`src/qcil_pkg.sv`:
```
package qcil_pkg;

    // ************************************************************
    // Unit dimensions
    // ************************************************************
    localparam int NUM_CH     = 6;
    localparam int NUM_MATCH  = 4;      // Match sources per channel slot (A..D)
    localparam int NUM_PHASE  = 4;      // Phase-counting channels 1, 2, 4, 5
    localparam int NUM_MIRQ   = 16;     // Total match interrupts
    localparam int CNT_W      = 16;

    // Match slot indices
    localparam int SLOT_A     = 0;
    localparam int SLOT_B     = 1;
    localparam int SLOT_C     = 2;
    localparam int SLOT_D     = 3;

    // Slots that exist per channel (channels 0 and 3 have four)
    localparam logic [NUM_CH*NUM_MATCH-1:0] MATCH_PRESENT = 24'h33F33F;
    // Channels with an underflow source
    localparam logic [NUM_CH-1:0] UNDF_PRESENT = 6'h36;
    // Channels on pin pair 1
    localparam logic [NUM_CH-1:0] PAIR1_CH     = 6'h22;

    // Counter range ends
    localparam logic [CNT_W-1:0] CNT_MAX   = 16'hFFFF;
    localparam logic [CNT_W-1:0] CNT_MIN   = 16'h0000;
    localparam logic [CNT_W-1:0] CNT_RESET = 16'h0000;

    // Phase counting mode selection
    typedef enum logic [1:0] {
        QCIL_MODE_OFF,
        QCIL_MODE_2,
        QCIL_MODE_3,
        QCIL_MODE_4
    } qcil_mode_t;

endpackage

```
`src/qcil_phase_dec.sv`:
```
`timescale 1ns/100ps
// One phase decoder: synchroniser, edge detect, count, flags
module qcil_phase_dec
    import qcil_pkg::*;
(
    input  wire logic             clk,
    input  wire logic             arst_n,
    input  wire logic             pha,
    input  wire logic             phb,
    input  wire logic [1:0]       mode,
    output logic      [CNT_W-1:0] count,
    output logic                  dir_down,
    output logic                  ovf_evt,
    output logic                  unf_evt,
    output logic                  clk_evt
);

    logic [1:0]       a_sync_q;
    logic [1:0]       b_sync_q;
    logic             a_prev_q;
    logic             b_prev_q;
    logic             a_rise, a_fall, b_rise, b_fall;
    logic             up, dn;
    logic [CNT_W-1:0] cnt_q;
    logic             dir_q;
    logic             ovf_q;
    logic             unf_q;
    logic             cev_q;
    qcil_mode_t       md;

    assign md = qcil_mode_t'(mode);

    // Two-stage synchronisers on both phases
    always_ff @(posedge clk or negedge arst_n) begin
        if (!arst_n) begin
            a_sync_q <= 2'h0;
            b_sync_q <= 2'h0;
        end else begin
            a_sync_q <= {a_sync_q[0], pha};
            b_sync_q <= {b_sync_q[0], phb};
        end
    end

    // Previous synchronised level for edge detect
    always_ff @(posedge clk or negedge arst_n) begin
        if (!arst_n) begin
            a_prev_q <= 1'b0;
            b_prev_q <= 1'b0;
        end else begin
            a_prev_q <= a_sync_q[1];
            b_prev_q <= b_sync_q[1];
        end
    end

    assign a_rise = a_sync_q[1] & ~a_prev_q;
    assign a_fall = ~a_sync_q[1] & a_prev_q;
    assign b_rise = b_sync_q[1] & ~b_prev_q;
    assign b_fall = ~b_sync_q[1] & b_prev_q;

    // Up/down decode per mode
    always_comb begin
        up = 1'b0;
        dn = 1'b0;
        unique case (md)
            QCIL_MODE_OFF: up = 1'b0;
            QCIL_MODE_2: begin
                up = a_fall & b_sync_q[1];
                dn = a_fall & ~b_sync_q[1];
            end
            QCIL_MODE_3: begin
                up = a_fall & b_sync_q[1];
                dn = b_fall & a_sync_q[1];
            end
            QCIL_MODE_4: begin
                up = (b_rise & a_sync_q[1]) | (b_fall & ~a_sync_q[1]);
                dn = (b_fall & a_sync_q[1]) | (b_rise & ~a_sync_q[1]);
            end
        endcase
    end

    // Counter clocked by phase edges only, no prescaler path
    always_ff @(posedge clk or negedge arst_n) begin
        if (!arst_n) begin
            cnt_q <= CNT_RESET;
        end else if (up) begin
            cnt_q <= cnt_q + 16'h0001;
        end else if (dn) begin
            cnt_q <= cnt_q - 16'h0001;
        end
    end

    // Direction, wrap events and count-clock pulse
    always_ff @(posedge clk or negedge arst_n) begin
        if (!arst_n) begin
            dir_q <= 1'b0;
            ovf_q <= 1'b0;
            unf_q <= 1'b0;
            cev_q <= 1'b0;
        end else begin
            if (up)
                dir_q <= 1'b0;
            else if (dn)
                dir_q <= 1'b1;
            ovf_q <= up & (cnt_q == CNT_MAX);
            unf_q <= dn & (cnt_q == CNT_MIN);
            cev_q <= up | dn;
        end
    end

    assign count    = cnt_q;
    assign dir_down = dir_q;
    assign ovf_evt  = ovf_q;
    assign unf_evt  = unf_q;
    assign clk_evt  = cev_q;

endmodule // qcil_phase_dec

```
`src/qcil_flag.sv`:
```
`timescale 1ns/100ps
// One sticky status flag with enable-gated request
module qcil_flag (
    input  wire logic clk,
    input  wire logic arst_n,
    input  wire logic set_evt,
    input  wire logic clr,
    input  wire logic en,
    output logic      flag,
    output logic      req
);

    logic flag_q;

    // Set wins over clear
    always_ff @(posedge clk or negedge arst_n) begin
        if (!arst_n)
            flag_q <= 1'b0;
        else if (set_evt)
            flag_q <= 1'b1;
        else if (clr)
            flag_q <= 1'b0;
    end

    assign flag = flag_q;
    assign req  = flag_q & en;

endmodule // qcil_flag

```
`src/qcil_top.sv`:
```
`timescale 1ns/100ps
// Summary of operation
// - Channels 1 and 5 use pin pair 1; channels 2 and 4 use pair 2.
// - Mode 2 counts on A falling edge; B high up, B low down.
// - Mode 3: A falling edge with B high up; B falling edge with A high down.
// - Mode 4: only B edges count; direction from A level and edge polarity.
// - Three source kinds: match, overflow, underflow, each with flag and enable.
// - Event sets its flag; request asserted only while enable is also set.
// - Request drops as soon as its flag is cleared; no acknowledge.
// - Priority within a channel is fixed in hardware; channel order external.
// - Sixteen match interrupts: four on channels 0 and 3, two elsewhere.
// - Each of six channels has one overflow interrupt.
// - Underflow interrupts only on channels 1, 2, 4 and 5.
// - Only match interrupts may activate the transfer engine.
// - Register-A match flag set with trigger enable sends conversion start.
// - One conversion-start source per channel, from register-A match only.
// - Channel 1 count clock may serve as channel 0 register-B capture trigger.
// - Channel 0 A and C matches may capture channel 1 registers A and B.
// - Phase counting uses phase inputs as clock, ignoring prescaler selection.
// - Overflow up sets overflow flag, underflow down sets underflow; direction flag.
// - Software clears flag by writing 0; transfer completion clears it too.
module qcil_top
    import qcil_pkg::*;
(
    input  wire logic                          MCLK,
    input  wire logic                          ARST_N,
    // Encoder pins
    input  wire logic                          PHASE_A_INPUT_P1,
    input  wire logic                          PHASE_B_INPUT_P1,
    input  wire logic                          PHASE_A_INPUT_P2,
    input  wire logic                          PHASE_B_INPUT_P2,
    // Mode per phase channel: index 0..3 = channel 1, 2, 4, 5
    input  wire logic [NUM_PHASE*2-1:0]        PHASE_MODE,
    // Events from the rest of the unit, slot index ch*4+slot
    input  wire logic [NUM_CH*NUM_MATCH-1:0]   MATCH_EVT,
    input  wire logic [NUM_CH-1:0]             OVF_EVT,
    input  wire logic [NUM_CH-1:0]             UNF_EVT,
    // Software clear strobes and enables
    input  wire logic [NUM_CH*NUM_MATCH-1:0]   MATCH_FLAG_CLR,
    input  wire logic [NUM_CH-1:0]             OVF_FLAG_CLR,
    input  wire logic [NUM_CH-1:0]             UNF_FLAG_CLR,
    input  wire logic [NUM_CH*NUM_MATCH-1:0]   MATCH_IRQ_ENABLE,
    input  wire logic [NUM_CH-1:0]             OVERFLOW_IRQ_ENABLE,
    input  wire logic [NUM_CH-1:0]             UNDERFLOW_IRQ_ENABLE,
    input  wire logic [NUM_CH-1:0]             CONVERSION_TRIGGER_ENABLE,
    // Transfer engine
    input  wire logic [NUM_CH*NUM_MATCH-1:0]   XFER_ENABLE,
    input  wire logic [NUM_CH*NUM_MATCH-1:0]   XFER_DONE,
    // Capture trigger selects
    input  wire logic                          CH0B_CAP_SEL_CH1CLK,
    input  wire logic                          CH1_CAP_SEL_CH0AC,
    // Outputs
    output logic      [NUM_PHASE*CNT_W-1:0]    UP_DOWN_COUNTER,
    output logic      [NUM_PHASE-1:0]          COUNT_DIRECTION_FLAG,
    output logic      [NUM_CH*NUM_MATCH-1:0]   MATCH_CAPTURE_FLAG,
    output logic      [NUM_CH-1:0]             OVERFLOW_FLAG,
    output logic      [NUM_CH-1:0]             UNDERFLOW_FLAG,
    output logic      [NUM_CH*NUM_MATCH-1:0]   MATCH_IRQ,
    output logic      [NUM_CH-1:0]             OVERFLOW_IRQ,
    output logic      [NUM_CH-1:0]             UNDERFLOW_IRQ,
    output logic      [NUM_CH*NUM_MATCH-1:0]   XFER_REQ,
    output logic      [NUM_CH-1:0]             CONV_START_REQ,
    output logic      [NUM_CH*3-1:0]           IRQ_PRIO_SRC,
    output logic                               CH0B_CAPTURE_TRIG,
    output logic      [1:0]                    CH1_CAPTURE_TRIG
);

    // ************************************************************
    // Phase decoders
    // ************************************************************
    logic [NUM_PHASE-1:0] ph_ovf;
    logic [NUM_PHASE-1:0] ph_unf;
    logic [NUM_PHASE-1:0] ph_clk;
    logic [NUM_CH-1:0]    ovf_set;
    logic [NUM_CH-1:0]    unf_set;
    logic [NUM_CH-1:0]    mode_on;

    // Phase index to channel: 0->1, 1->2, 2->4, 3->5
    function automatic int ph_ch(input int i);
        ph_ch = (i < 2) ? i + 1 : i + 2;
    endfunction

    genvar gp;
    generate
        for (gp = 0; gp < NUM_PHASE; gp++) begin : g_ph
            localparam int CH = ph_ch(gp);
            logic pa;
            logic pb;

            assign pa = PAIR1_CH[CH] ? PHASE_A_INPUT_P1 : PHASE_A_INPUT_P2;
            assign pb = PAIR1_CH[CH] ? PHASE_B_INPUT_P1 : PHASE_B_INPUT_P2;

            qcil_phase_dec u_dec (
                .clk      (MCLK),
                .arst_n   (ARST_N),
                .pha      (pa),
                .phb      (pb),
                .mode     (PHASE_MODE[gp*2 +: 2]),
                .count    (UP_DOWN_COUNTER[gp*CNT_W +: CNT_W]),
                .dir_down (COUNT_DIRECTION_FLAG[gp]),
                .ovf_evt  (ph_ovf[gp]),
                .unf_evt  (ph_unf[gp]),
                .clk_evt  (ph_clk[gp])
            );
        end
    endgenerate

    // ************************************************************
    // Overflow / underflow sources per channel
    // ************************************************************
    genvar gc;
    generate
        for (gc = 0; gc < NUM_CH; gc++) begin : g_ch
            if (gc == 0 || gc == 3) begin : g_np
                assign mode_on[gc] = 1'b0;
                assign ovf_set[gc] = OVF_EVT[gc];
                assign unf_set[gc] = 1'b0;
            end else begin : g_p
                localparam int PI = (gc < 3) ? gc - 1 : gc - 2;
                assign mode_on[gc] = (PHASE_MODE[PI*2 +: 2] != 2'h0);
                // Phase mode overrides the unit's own wrap events
                assign ovf_set[gc] = mode_on[gc] ? ph_ovf[PI] : OVF_EVT[gc];
                assign unf_set[gc] = mode_on[gc] ? ph_unf[PI] : UNF_EVT[gc];
            end

            qcil_flag u_ovf (
                .clk     (MCLK),
                .arst_n  (ARST_N),
                .set_evt (ovf_set[gc]),
                .clr     (OVF_FLAG_CLR[gc]),
                .en      (OVERFLOW_IRQ_ENABLE[gc]),
                .flag    (OVERFLOW_FLAG[gc]),
                .req     (OVERFLOW_IRQ[gc])
            );

            if (UNDF_PRESENT[gc]) begin : g_unf
                qcil_flag u_unf (
                    .clk     (MCLK),
                    .arst_n  (ARST_N),
                    .set_evt (unf_set[gc]),
                    .clr     (UNF_FLAG_CLR[gc]),
                    .en      (UNDERFLOW_IRQ_ENABLE[gc]),
                    .flag    (UNDERFLOW_FLAG[gc]),
                    .req     (UNDERFLOW_IRQ[gc])
                );
            end else begin : g_nounf
                assign UNDERFLOW_FLAG[gc] = 1'b0;
                assign UNDERFLOW_IRQ[gc]  = 1'b0;
            end
        end
    endgenerate

    // ************************************************************
    // Match sources, transfer requests
    // ************************************************************
    genvar gm;
    generate
        for (gm = 0; gm < NUM_CH*NUM_MATCH; gm++) begin : g_m
            if (MATCH_PRESENT[gm]) begin : g_on
                logic xreq;
                assign xreq = MATCH_CAPTURE_FLAG[gm] & MATCH_IRQ_ENABLE[gm] & XFER_ENABLE[gm];
                // Transfer completion clears the source flag
                qcil_flag u_m (
                    .clk     (MCLK),
                    .arst_n  (ARST_N),
                    .set_evt (MATCH_EVT[gm]),
                    .clr     (MATCH_FLAG_CLR[gm] | (xreq & XFER_DONE[gm])),
                    .en      (MATCH_IRQ_ENABLE[gm] & ~XFER_ENABLE[gm]),
                    .flag    (MATCH_CAPTURE_FLAG[gm]),
                    .req     (MATCH_IRQ[gm])
                );
                assign XFER_REQ[gm] = xreq;
            end else begin : g_off
                assign MATCH_CAPTURE_FLAG[gm] = 1'b0;
                assign MATCH_IRQ[gm]          = 1'b0;
                assign XFER_REQ[gm]           = 1'b0;
            end
        end
    endgenerate

    // ************************************************************
    // Conversion start and fixed intra-channel priority
    // ************************************************************
    logic [NUM_CH-1:0] flag_a_prev_q;
    logic [NUM_CH-1:0] flag_a;

    generate
        for (gc = 0; gc < NUM_CH; gc++) begin : g_a
            assign flag_a[gc] = MATCH_CAPTURE_FLAG[gc*NUM_MATCH + SLOT_A];
        end
    endgenerate

    // Previous register-A flag level, for set detection
    always_ff @(posedge MCLK or negedge ARST_N) begin
        if (!ARST_N)
            flag_a_prev_q <= 6'h00;
        else
            flag_a_prev_q <= flag_a;
    end

    // One-cycle start pulse when the A flag sets with trigger enabled
    always_ff @(posedge MCLK or negedge ARST_N) begin
        if (!ARST_N)
            CONV_START_REQ <= 6'h00;
        else
            CONV_START_REQ <= flag_a & ~flag_a_prev_q & CONVERSION_TRIGGER_ENABLE;
    end

    // Highest pending source per channel: 1..4 = A..D, 5 ovf, 6 unf, 0 none
    always_comb begin
        IRQ_PRIO_SRC = '0;
        for (int c = 0; c < NUM_CH; c++) begin
            if (MATCH_IRQ[c*NUM_MATCH + SLOT_A])
                IRQ_PRIO_SRC[c*3 +: 3] = 3'h1;
            else if (MATCH_IRQ[c*NUM_MATCH + SLOT_B])
                IRQ_PRIO_SRC[c*3 +: 3] = 3'h2;
            else if (MATCH_IRQ[c*NUM_MATCH + SLOT_C])
                IRQ_PRIO_SRC[c*3 +: 3] = 3'h3;
            else if (MATCH_IRQ[c*NUM_MATCH + SLOT_D])
                IRQ_PRIO_SRC[c*3 +: 3] = 3'h4;
            else if (OVERFLOW_IRQ[c])
                IRQ_PRIO_SRC[c*3 +: 3] = 3'h5;
            else if (UNDERFLOW_IRQ[c])
                IRQ_PRIO_SRC[c*3 +: 3] = 3'h6;
        end
    end

    // ************************************************************
    // Cross-channel capture triggers
    // ************************************************************
    always_ff @(posedge MCLK or negedge ARST_N) begin
        if (!ARST_N) begin
            CH0B_CAPTURE_TRIG <= 1'b0;
            CH1_CAPTURE_TRIG  <= 2'h0;
        end else begin
            CH0B_CAPTURE_TRIG   <= CH0B_CAP_SEL_CH1CLK & ph_clk[0];
            CH1_CAPTURE_TRIG[0] <= CH1_CAP_SEL_CH0AC & MATCH_EVT[SLOT_A];
            CH1_CAPTURE_TRIG[1] <= CH1_CAP_SEL_CH0AC & MATCH_EVT[SLOT_C];
        end
    end

endmodule // qcil_top

```
`config.mk`:
```
export PLATFORM = sky130hd
export DESIGN_NAME = qcil_top
export DESIGN_NICKNAME = d
export VERILOG_FILES = /design/src/qcil_pkg.sv /design/src/qcil_phase_dec.sv /design/src/qcil_flag.sv /design/src/qcil_top.sv
export SDC_FILE = /design/constraint.sdc
export NUM_CORES = 1
export LEC_CHECK = 0
export BUFFER_PORTS_ARGS = -buffer_cell sky130_fd_sc_hd__buf_2
export CORE_MARGIN = 2
export CORE_UTILIZATION = 30
export CTS_CLUSTER_SIZE = 12
export DETAILED_ROUTE_END_ITERATION = 8
export PLACE_DENSITY = 0.52
export SYNTH_ARGS = -nofsm -noshare
export SYNTH_HDL_FRONTEND = slang
export SYNTH_HIERARCHICAL = 1
export SYNTH_SLANG_ARGS = --single-unit
export TNS_END_PERCENT = 1
```
`constraint.sdc`:
```
create_clock -name MCLK -period 4 [get_ports MCLK]
set_input_delay 0.4 -clock MCLK [delete_from_list [all_inputs] [get_ports MCLK]]
set_output_delay 0.4 -clock MCLK [all_outputs]
set_load 0.005 [all_outputs]
```
# Yosys cells after proc, flatten, opt, wreduce, memory -nomap -nowiden
# Index checks and enable logic that the tools add are counted.
# W data, S select, Z words.
dict set report classes {
  mux 110
  n_eq_ne 16
  addsub 8
  bitwise_logic 193
  n_reduce_logical 46
}
# cell count
set op_table {}
lappend op_table {{$and A1 B1 Y1} 137}
lappend op_table {{$mux W16} 8}
lappend op_table {{$mux W3} 26}
lappend op_table {{$mux W1} 68}
lappend op_table {{$reduce_bool A2 Y1} 34}
lappend op_table {{$add A16 B1 Y16 const B} 4}
lappend op_table {{$eq A16 B16 Y1 const B} 4}
lappend op_table {{$logic_not A16 Y1} 4}
lappend op_table {{$sub A16 B1 Y16 const B} 4}
lappend op_table {{$not A1 Y1} 28}
lappend op_table {{$or A1 B1 Y1} 25}
lappend op_table {{$pmux W1 S3} 8}
lappend op_table {{$eq A2 B2 Y1 const B} 8}
lappend op_table {{$and A6 B6 Y6} 2}
lappend op_table {{$eq A2 B1 Y1 const B} 4}
lappend op_table {{$logic_not A2 Y1} 4}
lappend op_table {{$reduce_or A2 Y1} 4}
lappend op_table {{$not A6 Y6} 1}
dict set report totals {
  regBits 142
  in_bits 178
  output_inout_bits 191
  wordCells 436
}

# Logic depth before layout (Yosys ltp)
dict set report logic_depth {
  word_depth 7
  ltp_mapped 15
  mapped_depth_nobuf 14
}

# Cells and area by module
# The synthesis kept the hierarchy.
# mod n_inst area_per_inst_um2 cells_each seq_area_each_um2
set by_module_without_submodules {}
lappend by_module_without_submodules {{qcil_phase_dec (g_ph[2].u_dec ...)} 2 1825.5 201 650.6}
lappend by_module_without_submodules {{qcil_phase_dec (g_ph[0].u_dec ...)} 2 1778.0 179 650.6}
lappend by_module_without_submodules {qcil_top 1 1398.8 173 375.4}
lappend by_module_without_submodules {qcil_flag 26 42.5 4 25.0}

# Least setup slack after synthesis
# Ideal clock, no wire load.
dict set report synth_path {
  kind {input to register}
  from {in PHASE_MODE[0]}
  to {reg g_ph[0].u_dec.cnt_q[13]}
  path_buffers 1
  t_required_ps 3877
  t_arrival_ps 3054
  slack_ps 823
  path_stages 15
  cell_sequence {inv_1 > ha_1 > nand4b_1 > o31ai_1 > a31oi_1 > nor2_1 > inv_1 > ha_1 > buf_2 > a21o_1 > a211o_1 > a41o_1 > o21ai_1 > xor2_1 > a21oi_1}
}
dict set report synth_via {
  elab_chain_len 4
  word_cells_on_any_way 9
}
# item line
set synth_rtl {}
lappend synth_rtl {{start, declared} qcil_top.sv:33} ;# input wire logic [NUM_PHASE*2-1:0] PHASE_MODE,
lappend synth_rtl {{$eq A2 B1 Y1 or $eq A2 B2 Y1 (tied branches)} qcil_phase_dec.sv:64} ;# unique case (md)
lappend synth_rtl {{$reduce_or A2 Y1 (no source line)} n/a}
lappend synth_rtl {{$pmux W1 S3} qcil_phase_dec.sv:64}
lappend synth_rtl {{$mux W16 or $reduce_bool A2 Y1 (tied branches)} n/a}
lappend synth_rtl {{end signal, assigned} qcil_phase_dec.sv:86} ;# cnt_q <= cnt_q + 16'h0001;
lappend synth_rtl {{end signal, assigned} qcil_phase_dec.sv:88} ;# cnt_q <= cnt_q - 16'h0001;
lappend synth_rtl {{end, declared} qcil_phase_dec.sv:24} ;# logic [CNT_W-1:0] cnt_q;
# Several ways; a longest one is shown, not always the timed one.
# A chain may end at the register's enable or synchronous reset.

# Worst setup path in the final report
dict set report layout_path {
  from {reg g_ph[0].u_dec.a_sync_q[1]}
  to {reg g_ph[0].u_dec.cnt_q[13]}
}
dict set report layout_via {
  elab_chain_len 5
  word_cells_on_any_way 14
}
# item line
set layout_rtl {}
lappend layout_rtl {{start, declared} qcil_phase_dec.sv:18} ;# logic [1:0] a_sync_q;
lappend layout_rtl {{start signal, assigned} qcil_phase_dec.sv:39} ;# a_sync_q <= {a_sync_q[0], pha};
lappend layout_rtl {{$not A1 Y1} {qcil_phase_dec.sv:56, qcil_phase_dec.sv:75, qcil_phase_dec.sv:76}}
lappend layout_rtl {{$and A1 B1 Y1 (on tied branches)} {qcil_phase_dec.sv:75, qcil_phase_dec.sv:76, qcil_phase_dec.sv:56}}
lappend layout_rtl {{$or A1 B1 Y1, or another cell as far along} qcil_phase_dec.sv:75} ;# up = (b_rise & a_sync_q[1]) | (b_fall & ~a_sync_q[1]);
lappend layout_rtl {{$pmux W1 S3} qcil_phase_dec.sv:64}
lappend layout_rtl {{$mux W16 or $reduce_bool A2 Y1 (tied branches)} n/a}
# Several ways; a longest one is shown, not always the timed one.

==> summary.md <==
| Metric | Value |
|---|---|
| # hold bufs at CTS | `0` |
| Die width | `183.2 um` |
| Max-cap violation count | `0` |
| Cells after Synth | `1,034` |
| Area of the multi-input gates | `~5500 um^2` |
| Cell count after placement | `1,702` |
| Fin cells | `1,736` |
| Critical R2R Launch | `g_ph[0].u_dec/a_sync_q[1]` |
| Die area | `33,570 um^2` |
| TritonCTS clock tree | `yes` |
| Sequential standard cell area | `roughly 3600 um^2` |
| Avg Cell Area, Syn | `about 9.3 um^2` |
| Post-CTS sizing | `0` |
| R2R Path End | `g_ph[0].u_dec/count[13]` |
| Routed WL per cell | `14.97 um` |
| First-iteration detailed-routing DRC count | `358` |
| Pleak | `5.996 nW` |
| Tot Pwr | `approximately 8.4 mW` |
| Crit share post-route | `0.8517` |
| CP Data Required Time | `4.30 ns` |
| Port buffer count | `294` |
| Via-per-instance ratio | `4.874` |
| Slew headroom | `0.4167` |
| Row count | `65` |
| Switch share | `0.4197` |
| Cts bufs inserted | `17` |
| Fillcell total | `3,240` |
| RSZ-0062 raised after global routing | `false` |
| Slew Viols, Final | `0` |
| Drt pass-1 iters | `5` |
| Final hold viol count | `0` |
| YS warnings | `6` |
| Remaining global-route overflow | `0` |
| Setup violators final | `0` |
| Clock power frac | `0.200` |
| Pin count of the biggest net entering global routing | `90` |
| Pin slew with the least headroom to its limit | `approximately 0.87 ns` |
| Critical path fanouts, max | `15` |
| Share of cells above drive strength 1 | `0.2838` |
| Clk Latency, worst-skew pair | `0.44 ns` |
| Gp weighted congestion | `0.8457` |
| Commonest non-fill, non-tap cell in the layout | `buf_2` |
| Vias in the first global route | `just over 8,000` |
| Antenna viol nets, final | `0` |
| Synth-to-layout area growth | `23.89%` |
| Critical Path Start Type | `register` |
| Status | `complete, no violations` |
| Worst slack, placed | `0.2481 ns` |
| P per Cell Area | `701.0 nW/um^2` |
| Postcts setup bufs | `0` |
| Starting density of the core | `0.3054` |
| Core area | `31,560 um^2` |
| Fin crit period | `3.407 ns` |
| Max Root-Sink Buffers | `2` |
| CTS Sinks | `about 140` |
| Residual DRC count | `0` |
| Post-DP HPWL | `20,220 um` |
| H-tree depth | `4` |
| Die Y | `183.2 um` |
| Boundary Pins | `approximately 370` |
| Type of the worst setup path | `register to register` |
| Peak VDD IR | `0.3564 mV` |
| Drt total wl | `25,980 um` |
| P_sw | `3.513 mW` |
| Crit path arrival time | `around 3.7 ns` |
| Final setup margin | `0.5933 ns` |
| Fmax | `293.5 MHz` |
| Clk_skew | `~0.011 ns` |
| Total negative slack | `0 ns` |
| Via count | `8,461` |
| GRT Total Usage | `0.1539` |
| Worst reg-to-reg setup slack | `0.59 ns` |
| Internal power | `4.857 mW` |
| Most frequent cells in the layout | `buf_2, dfrtp_1, nand2_1` |
| Crit path capture type | `register` |
| Final Net Count | `1,573` |
| Initial antenna violation count | `3` |
| Worst Reg-to-Reg Cells | `12` |
| Global-route wire length before repair | `around 41,000 um` |
| Synthesized area | `9637 um^2` |
| Hold Crit Class | `primary input to async pin` |
| CTS root buf | `clkbuf_16` |
| Part of the power in registers | `0.281` |
| Clk pin slew, worst setup/hold paths | `0.06 ns` |
| Combinational share of power | `0.519` |
-- how the worst max path moves through the flow --
stage,end,from,depth (start not counted),slack (ns)
6_report,g_ph[0].u_dec/count[13],g_ph[0].u_dec/a_sync_q[1],12,0.59
5_1_grt,g_ph[0].u_dec/count[13],g_ph[0].u_dec/a_sync_q[1],12,0.26
4_1_cts,g_ph[0].u_dec/count[13],g_ph[0].u_dec/a_sync_q[1],12,0.65
3_5_place_dp,g_ph[0].u_dec/count[13],PHASE_MODE[0],15,0.25
3_3_place_gp,g_ph[1].u_dec/count[13],PHASE_MODE[2],15,0.29
2_1_floorplan,g_ph[0].u_dec/count[13],PHASE_MODE[0],15,0.82
-- stage by stage --
| step | area (um^2) | utilization | hold slack (ns) |
|---|---|---|---|
| finish | 11940 | 0.3784 | 0.001811 |
| global route | 11940 | 0.3784 | 0.06306 |
| CTS | 11930 | 0.3782 | 0.05718 |
| detailed placement | 11330 | 0.3590 | 0.3347 |
| global placement | 11330 | 0.3590 | 0.3330 |
| floorplan | 9738 | - | 0.1044 |
-- routing by layer --
layer | part of all wire | routed length (um) | GRT usage | vias up
li1 | - | - | - | 4203
met1 | 0.45 | 11570 | 0.1897 | 3999
met2 | 0.48 | 12410 | 0.2577 | 224
met3 | 0.050 | 1301 | 0.03237 | 33
met4 | 0.027 | 695 | 0.07136 | 2
met5 | 0.00035 | 9 | 0 | -
-- area by class of cell --
type,instances,share of cell area
multi-input combinational,795,0.4610
sequential,142,0.2976
timing repair buffer,299,0.1280
tap,402,0.04213
clock buffer,20,0.03658
inverter,64,0.02012
clock inverter,12,0.01415
antenna,2,0.0004192
-- worst max-delay path: stages, from the launching register on --
cell and delay, ns:
dfrtp_1 0.43, nand4b_1 0.14, o31ai_1 0.08, a31oi_1 0.34
nor2_1 0.18, inv_1 0.45, ha_1 0.35, a211oi_1 0.33
o21ai_0 0.25, a41o_1 0.31, o21ai_1 0.16, xor2_1 0.17
a21oi_1 0.08
-- state kept, by name, summed over array words and instances (netlist names), 6 cells and up --
signal,count
CONV_START_REQ,6
flag_a_prev_q,6
g_ch.u_ovf/flag,6
g_m.g_on.u_m/flag,16
g_ph.u_dec/a_sync_q,8
g_ph.u_dec/b_sync_q,8
g_ph.u_dec/count,64
-- power groups by stage --
stage	clock [mW]	sequential (mW)	combinational (mW)
after floorplan	0	2.26	3.20
after global placement	0	2.38	4.28
after detailed placement	0	2.38	4.31
after CTS	1.74	2.36	4.34
after global routing	1.80	2.44	4.89
final	1.67	2.36	4.34
Note: power is estimated with default switching activity, not from simulation.
